$ cat src/design/serrst_cfg.svh
`ifndef SERRST_CFG_SVH
`define SERRST_CFG_SVH

// ==========================================================
// Register placement in configuration space
// Dword that holds the cause register
`define SERRST_DWORD_ADDR 8'h68
// Byte address of the cause register itself
`define SERRST_BYTE_ADDR 8'h6a
// Byte lane of the cause register inside its dword
`define SERRST_LANE 2
// Low and high data bit of that lane
`define SERRST_LANE_LO 16
`define SERRST_LANE_HI 23
// Reset value of the cause flags
`define SERRST_RESET 8'h00

// ==========================================================
// Flag positions
`define SERRST_B_ADDR_PERR 0
`define SERRST_B_PW_PERR 1
`define SERRST_B_PW_NODELIV 2
`define SERRST_B_PW_TABORT 3
`define SERRST_B_PW_MABORT 4
`define SERRST_B_DW_NODELIV 5
`define SERRST_B_DR_NODATA 6
`define SERRST_B_MTIMEOUT 7

// ==========================================================
// Retry limit, two to the twenty-fourth attempts
`define SERRST_ATTEMPT_LIMIT 32'h0100_0000

`endif

$ cat src/design/serrst_pkg.sv
// ==========================================================
// Types shared by the cause register logic
package serrst_pkg;
  // One bit per recorded cause
  typedef logic [7:0] serrst_flags_t;
  // Attempt counter, wide enough for the retry limit
  typedef logic [24:0] serrst_count_t;
  // One-hot code of the three attempt-counting channels
  typedef enum logic [2:0] {
    SERRST_CH_PW = 3'h1,
    SERRST_CH_DW = 3'h2,
    SERRST_CH_DR = 3'h4
  } serrst_chan_t;
endpackage : serrst_pkg

$ cat src/design/serrst_status.sv
`timescale 1ns/10ps
`include "serrst_cfg.svh"
// What this block does
// - Address parity error sets flag bit 0
// - Posted write data parity sets bit 1
// - Posted write undelivered after limit sets bit 2
// - Posted write target abort sets bit 3
// - Posted write master abort sets bit 4
// - Delayed write undelivered after limit sets bit 5
// - Fruitless delayed read at limit sets bit 6
// - Delayed transaction master timeout sets bit 7
// - Byte 6Ah, resets zero, write one clears
module serrst_status
  import serrst_pkg::*;
#(
  // Attempts before a transaction is given up
  parameter int ATTEMPT_LIMIT = `SERRST_ATTEMPT_LIMIT
) (
  // Clock and reset
  input wire logic sys_clk_i,
  input wire logic reset_i,
  // Configuration access from the primary bus
  input wire logic [7:0] cfg_addr_i,
  input wire logic [3:0] cfg_be_n_i,
  input wire logic [31:0] cfg_wdata_i,
  input wire logic cfg_wr_i,
  input wire logic cfg_rd_i,
  output logic [31:0] cfg_rdata_o,
  output logic cfg_rvalid_o,
  // Error events from the forwarding logic
  input wire logic addr_perr_i,
  input wire logic pw_perr_i,
  input wire logic pw_attempt_fail_i,
  input wire logic pw_delivered_i,
  input wire logic pw_tabort_i,
  input wire logic pw_mabort_i,
  input wire logic dw_attempt_fail_i,
  input wire logic dw_delivered_i,
  input wire logic dr_attempt_nodata_i,
  input wire logic dr_data_i,
  input wire logic mtimeout_i,
  // System error request and cause view
  output logic serr_pulse_o,
  output logic [7:0] reason_o
);

  // ==========================================================
  // Attempt counters
  // Last count before the limit is reached
  localparam serrst_count_t LIM_M1 = serrst_count_t'(ATTEMPT_LIMIT - 1);

  // Failed attempt and success strobes per channel
  logic [2:0] fail_w;
  // Transaction delivered or data obtained, counter restarts
  logic [2:0] done_w;
  // Limit reached on this failed attempt
  logic [2:0] hit_w;
  // Counter state per channel
  serrst_count_t cnt_reg [3];

  assign fail_w = {dr_attempt_nodata_i, dw_attempt_fail_i, pw_attempt_fail_i};
  assign done_w = {dr_data_i, dw_delivered_i, pw_delivered_i};

  genvar gi;
  generate
    for (gi = 0; gi < 3; gi++) begin : g_chan
      // Limit compare is on the count of earlier failures
      assign hit_w[gi] = fail_w[gi] && (cnt_reg[gi] == LIM_M1);
      // Next count: restart on success or on giving up
      serrst_count_t cnt_next;
      assign cnt_next = (done_w[gi] || hit_w[gi]) ? '0 :
                        fail_w[gi] ? serrst_count_t'(cnt_reg[gi] + 25'h0000001) :
                        cnt_reg[gi];
      // Counter runs every cycle; held value when idle
      always_ff @(posedge sys_clk_i) begin
        if (reset_i) begin
          cnt_reg[gi] <= '0;
        end else begin
          cnt_reg[gi] <= cnt_next;
        end
      end
    end
  endgenerate

  // ==========================================================
  // Register access decode
  // Cause register lane addressed by a configuration access
  logic lane_sel_w;
  logic wr_hit_w;
  logic rd_hit_w;
  assign lane_sel_w = (cfg_addr_i == `SERRST_DWORD_ADDR) && !cfg_be_n_i[`SERRST_LANE];
  assign wr_hit_w = cfg_wr_i && lane_sel_w;
  assign rd_hit_w = cfg_rd_i && lane_sel_w;

  // ==========================================================
  // Cause flags
  serrst_flags_t flags_reg;
  serrst_flags_t flags_next;
  serrst_flags_t set_w;
  serrst_flags_t clr_w;

  // One set strobe per cause, in flag bit order
  assign set_w = {
    mtimeout_i,
    hit_w[2],
    hit_w[1],
    pw_mabort_i,
    pw_tabort_i,
    hit_w[0],
    pw_perr_i,
    addr_perr_i
  };
  // Only ones in the written lane clear; zeros do nothing
  assign clr_w = wr_hit_w ? cfg_wdata_i[`SERRST_LANE_HI:`SERRST_LANE_LO] : 8'h00;
  // A cause in the clearing cycle still lands, set wins
  assign flags_next = (flags_reg & ~clr_w) | set_w;

  // Sticky flags, cleared only by software or reset
  always_ff @(posedge sys_clk_i) begin
    if (reset_i) begin
      flags_reg <= `SERRST_RESET;
    end else begin
      flags_reg <= flags_next;
    end
  end

  // ==========================================================
  // System error request
  // One pulse for every cycle with a new cause present
  logic serr_next;
  assign serr_next = |set_w;

  always_ff @(posedge sys_clk_i) begin
    if (reset_i) begin
      serr_pulse_o <= 1'b0;
    end else begin
      serr_pulse_o <= serr_next;
    end
  end

  // Cause view follows the flag register directly
  assign reason_o = flags_reg;

  // ==========================================================
  // Read return
  // Other lanes of the dword belong to other registers and read zero here
  logic [31:0] rdata_next;
  assign rdata_next = rd_hit_w ? {8'h00, flags_reg, 16'h0000} : 32'h0000_0000;

  // Every read is answered one cycle later, mapped or not
  always_ff @(posedge sys_clk_i) begin
    if (reset_i) begin
      cfg_rdata_o <= 32'h0000_0000;
      cfg_rvalid_o <= 1'b0;
    end else begin
      cfg_rdata_o <= rdata_next;
      cfg_rvalid_o <= cfg_rd_i;
    end
  end
endmodule : serrst_status

$ cat config.mk
export PLATFORM = sky130hd
export DESIGN_NAME = serrst_status
export DESIGN_NICKNAME = d
export VERILOG_FILES = /design/src/design/serrst_pkg.sv /design/src/design/serrst_status.sv
export VERILOG_INCLUDE_DIRS = /design/src /design/src/design
export SDC_FILE = /design/constraint.sdc
export NUM_CORES = 1
export LEC_CHECK = 0
export BUFFER_PORTS_ARGS = -buffer_cell sky130_fd_sc_hd__buf_2
export CAP_MARGIN = 20
export CORE_MARGIN = 3
export CORE_UTILIZATION = 54
export DETAILED_ROUTE_END_ITERATION = 10
export GPL_TIMING_DRIVEN = 0
export PLACE_DENSITY = 0.81
export SKIP_LAST_GASP = 1
export SLEW_MARGIN = 30
export SYNTH_ARGS = -nofsm -noshare
export SYNTH_HDL_FRONTEND = slang
export SYNTH_SLANG_ARGS = --single-unit
$ cat constraint.sdc
create_clock -name sys_clk_i -period 2.37 [get_ports sys_clk_i]
set_input_delay 0 -clock sys_clk_i [delete_from_list [all_inputs] [get_ports sys_clk_i]]
set_output_delay 0 -clock sys_clk_i [all_outputs]
set_load 0.05 [all_outputs]
==> Yosys cells after proc, flatten, opt, wreduce, memory -nomap -nowiden <==
Memory sizes are Yosys's and may differ from the RTL's.
Index checks and enable logic that the tools add are counted.
{ "totals": {"ram_bits": 75, "n_memories": 1, "elab_cells": 45, "regBits": 42} }
{ "classes": {"add_sub_neg": 3, "n_eq_ne": 4, "muxes": 13, "n_bitwise": 7, "reduce_logical": 12} }
{ "mem_list": {"columns": ["memory", "depth", "width", "read_ports", "rd_ports_with_merged_regs", "write_ports", "line", "text"], "rows": [
  ["cnt_reg", 3, 25, 3, 0, 3, "serrst_status.sv:59", "serrst_count_t cnt_reg [3];"]
]} }
{ "op_table": {"columns": ["cell", "count"], "rows": [
  ["25-bit 2-to-1 mux", 9],
  ["25-bit by 1-bit adder with 25-bit output (second input constant)", 3],
  ["25-bit by 24-bit equality test with 1-bit output (second input constant)", 3],
  ["8-bit bitwise AND", 1],
  ["8-bit by 7-bit equality test with 1-bit output (second input constant)", 1],
  ["8-bit 2-to-1 mux", 1],
  ["8-bit NOT", 1],
  ["8-bit OR", 1],
  ["8-bit OR reduction", 1],
  ["1-bit logical AND", 6],
  ["1-bit logical OR", 3],
  ["1-bit 2-to-1 mux", 3],
  ["1-bit OR", 3],
  ["2-bit OR reduction", 1],
  ["1-bit logical NOT", 1],
  ["1-bit NOT", 1]
]} }

==> Depth between registers and ports, before layout <==
{ "logic_depth": {"word_depth": 7, "depth_mapped": 7, "ltp_nobuf": 5} }

==> Worst setup path after synthesis <==
OpenSTA, ideal clock, no wires.
{ "synth_path": {"kind": "register to register", "start": "mem cnt_reg[1][14] in the netlist's numbering", "end": "reg serr_pulse_o", "period_less_slack_ns": 1.921, "arrival_time_ns": 1.847, "setup_slack_ns": 0.449, "t_required_ns": 2.296, "stages_incl_launch_ff": 6, "n_path_buf": 1, "cell_sequence": "dfxtp_1 > nand4_1 > or4_4 > buf_6 > or4_4 > a31oi_2"} }
{ "synth_lines": {"columns": ["item", "line", "text"], "rows": [
  ["from (decl)", "serrst_status.sv:59", null],
  ["to (signal assigned)", "serrst_status.sv:137", "serr_pulse_o <= serr_next;"],
  ["to (decl)", "serrst_status.sv:43", "output logic serr_pulse_o,"]
]} }

==> metrics.md <==
| Metric | Value |
|---|---|
| Status | `finished, final reports clean` |
| Clock skew | `0.0131 ns` |
| Worst setup SP type | `register` |
| Die area | `9100 µm²` |
| Total net switching power | `725 µW` |
| Vias in the first global route | `3606` |
| WP data required | `around 2.6 ns` |
| Synth unique cells | `48` |
| Area of the core | `7490 µm²` |
| Asr flop ratio synth | `0%` |
| Final setup viols | `0` |
| Drt pass-1 iters | `4` |
| Die Y | `roughly 95 µm` |
| Combinational share of power | `9.3%` |
| Final net count | `roughly 660` |
| Delay-heaviest family, CP | `simple AND/OR/NAND/NOR gates` |
| Critical path cell sequence | `ha_1 -> nand4_1 -> nor4_4 -> a31o_2 -> buf_2 -> nor2_1` |
| Detailed-route vias per instance | `approximately 5.5` |
| PwrDens | `between 500 and 600 nW/µm²` |
| Port bufs | `47` |
| Clk Latency, worst-skew pair | `0.36 ns` |
| Design Area, Final | `5220 µm²` |
| Critical path class | `register to register` |
| Fin crit period | `2.21 ns` |
| Final ANT Viol Nets | `0` |
| Sw frac | `about a quarter` |
| GRT Residual Overflow | `0` |
| Max-slew violation total from the final report | `0` |
| Top cells by area, synth | `dfxtp_1, nor2_1, buf_4` |
| TritonCTS Buffers | `9` |
| VDD IR max | `between 0.0003 and 0.0004 V` |
| Final Hold Viols | `0` |
| Io pins | `just over 100` |
| Post-DP HPWL | `6320 µm` |
| CP Max Fanout | `10` |
| Layout cell share with drive strength beyond 1 | `between 10% and 20%` |
| Static leakage | `roughly 0.0019 µW` |
| Commonest non-fill, non-tap cell in the layout | `dfxtp_1` |
| Root buffer cell | `clkbuf_8` |
| Slew HR | `65.4%` |
| Reg power frac | `53.0%` |
| TritonCTS clock tree | `yes` |
| Clock Pin Slew Worst Setup and Hold Paths | `approximately 0.090 ns` |
| Syn Std Cell Area | `around 4300 µm²` |
| Worst Hold Class | `input pin to register` |
| Die X | `between 90 and 100 µm` |
| Most frequent cells in the layout | `dfxtp_1, nor2_1, buf_2, nand2_1, a21oi_1` |
| Max FFs per register | `75` |
| RSZ-0062 raised after global routing | `no` |
| WL/cell | `roughly 14 µm` |
| Via count | `between 3000 and 4000` |
| Buf/Inv on CP | `1` |
| Pin count of the biggest net entering global routing | `16` |
| Fill cell count | `~590` |
| Ant diodes | `0` |
| DRC Markers | `0` |
| Seq cells post-synth | `93` |
| H-tree depth | `3` |
| Post-Route WL | `roughly 9600 µm` |
| Sequential area share after synthesis | `between 40% and 50%` |
| First-pass GRT wire length | `approximately 15000 µm` |
| Crit. End Element | `register` |
| YS warnings | `0` |
| Layout area overhead | `21.0%` |
| Max stage delay on crit path | `roughly 0.55 ns` |
| Post-synth top area share | `between 40% and 50%` |
| Max Fclk | `between 400 and 500 MHz` |
| Fin util | `between 60% and 70%` |
| Number of synthesized flops with an enable pin | `0` |
| Row cnt | `31` |
| Routability cong. | `0.855` |
| Fin Setup TNS | `0 ns` |
| Clock sinks | `between 90 and 100` |
| Worst-Margin Slew | `about 0.51 ns` |
| Post-Synthesis Cells | `~500` |
| Cell taking the most area after synthesis | `dfxtp_1` |
| Main synth FF type | `dfxtp_1` |
| Critical-path top delay cell | `nor4_4` |
| Starting density of the core | `~58%` |
| Period utilization | `just over 90%` |
| Placed Area | `between 4000 and 5000 µm²` |
| Initial antenna violation count | `0` |
| Clock buffer depth | `2` |
| All-layer global routing usage | `a little over a fifth` |
| Avg Inst Size Synth | `roughly 8.7 µm²` |
| Max_cap viols | `0` |
| DRT iter0 DRCs | `~180` |
| WP data arrival | `roughly 2.5 ns` |
| P_int | `~2300 µW` |
| Clk pwr share | `between 30% and 40%` |
cells by family after synthesis:
| family | synth area share (%) |
|---|---|
| simple gates | 27.7 |
| flops | 43.1 |
| compound gates | 12.8 |
| buf+inv | 7.45 |
| xor+xnor | 7.30 |
| fa+ha+maj | 0.870 |
| mux | 0.696 |
| other cells | 0.0869 |
per-layer routing:
metal	part of all wire [%]	vias to the layer above	global-route usage [%]	routed length, µm
met1	44	1808	24.3	4160
met5	0	-	0	0
met4	1.3	0	5.69	127
met3	5.8	13	5.45	553
met2	49	113	38.4	4710
li1	-	1960	-	-
worst reg2reg max path, stage by stage, from the launching register on:
cell and delay [ns]:
dfxtp_1 0.40, ha_1 0.19, nand4_1 0.36, nor4_4 0.55, a31o_2 0.29, buf_2 0.23, nor2_1 0.08
cell type report:
| class | instances | area (µm²) | share of cell area [%] |
|---|---|---|---|
| sequential | 93 | 1860 | 35.6 |
| clock buffer | 9 | 124 | 2.37 |
| clock inverter | 6 | 87.6 | 1.68 |
| inverter | 14 | 52.6 | 1.01 |
| tap | 99 | 124 | 2.37 |
| multi-input combinational | 370 | 2250 | 43.1 |
| buffer | 43 | 269 | 5.15 |
| timing repair buffer | 69 | 453 | 8.67 |
synthesized netlist by cell type, drive strengths merged, types with 2 or more instances:
| cell | n |
|---|---|
| and2 | 11 |
| o31a | 2 |
| nand2 | 33 |
| nand4 | 26 |
| o21ai | 17 |
| ha | 3 |
| xor2 | 17 |
| nor2b | 2 |
| or3 | 17 |
| clkbuf | 10 |
| xnor2 | 19 |
| and4 | 11 |
| a21boi | 2 |
| inv | 14 |
| a31oi | 4 |
| mux2i | 3 |
| nor4 | 6 |
| nand3 | 20 |
| dfxtp | 93 |
| a311oi | 6 |
| nand4bb | 2 |
| a21oi | 31 |
| o41ai | 2 |
| or4 | 17 |
| and3 | 5 |
| nor2 | 55 |
| nor3 | 12 |
| buf | 33 |
| o21ba | 2 |
| o31ai | 12 |
what timing repair did:
action / 4_1_cts / 5_1_grt
buffers inserted: 0 / 1
resized for setup: 0 / 4
hold buffers: 21 / 0
hold endpoints to repair: 27 / 0
setup endpoints to repair: 0 / 50
per-stage QoR:
stage / power [µW] / hold WS, ns / setup slack, ns / cells
finish: 2990 / 0.0266 / 0.161 / 703
global route: 3100 / 0.0216 / 0.00809 / 703
CTS: 3000 / 0.00505 / 0.0226 / 702
detailed placement: 1860 / 0.204 / 0.0708 / 666
global placement: 1850 / 0.198 / 0.0497 / 666
floorplan: 1810 / 0.0795 / 0.449 / 520
worst paths after layout:
path / start / to / slack [ns] / depth (start not counted)
worst min-delay path: cfg_wdata_i[22] / reason_o[6] / 0.03 / 3
worst max-delay path: cnt_reg[0][0] / cnt_reg[0][1] / 0.16 / 6
worst max register to register: cnt_reg[0][0] / cnt_reg[0][1] / 0.16 / 6
worst min register to register: cnt_reg[0][24] / cnt_reg[0][24] / 0.44 / 2
power by group through the flow:
stage	sequential [µW]	combinational [µW]	clock, µW
5_1_grt	1580	294	1220
6_report	1580	277	1130
3_3_place_gp	1620	237	0
2_1_floorplan	1640	163	0
3_5_place_dp	1620	240	0
4_1_cts	1580	269	1150
No activity file was read; power rests on OpenSTA's default activity.
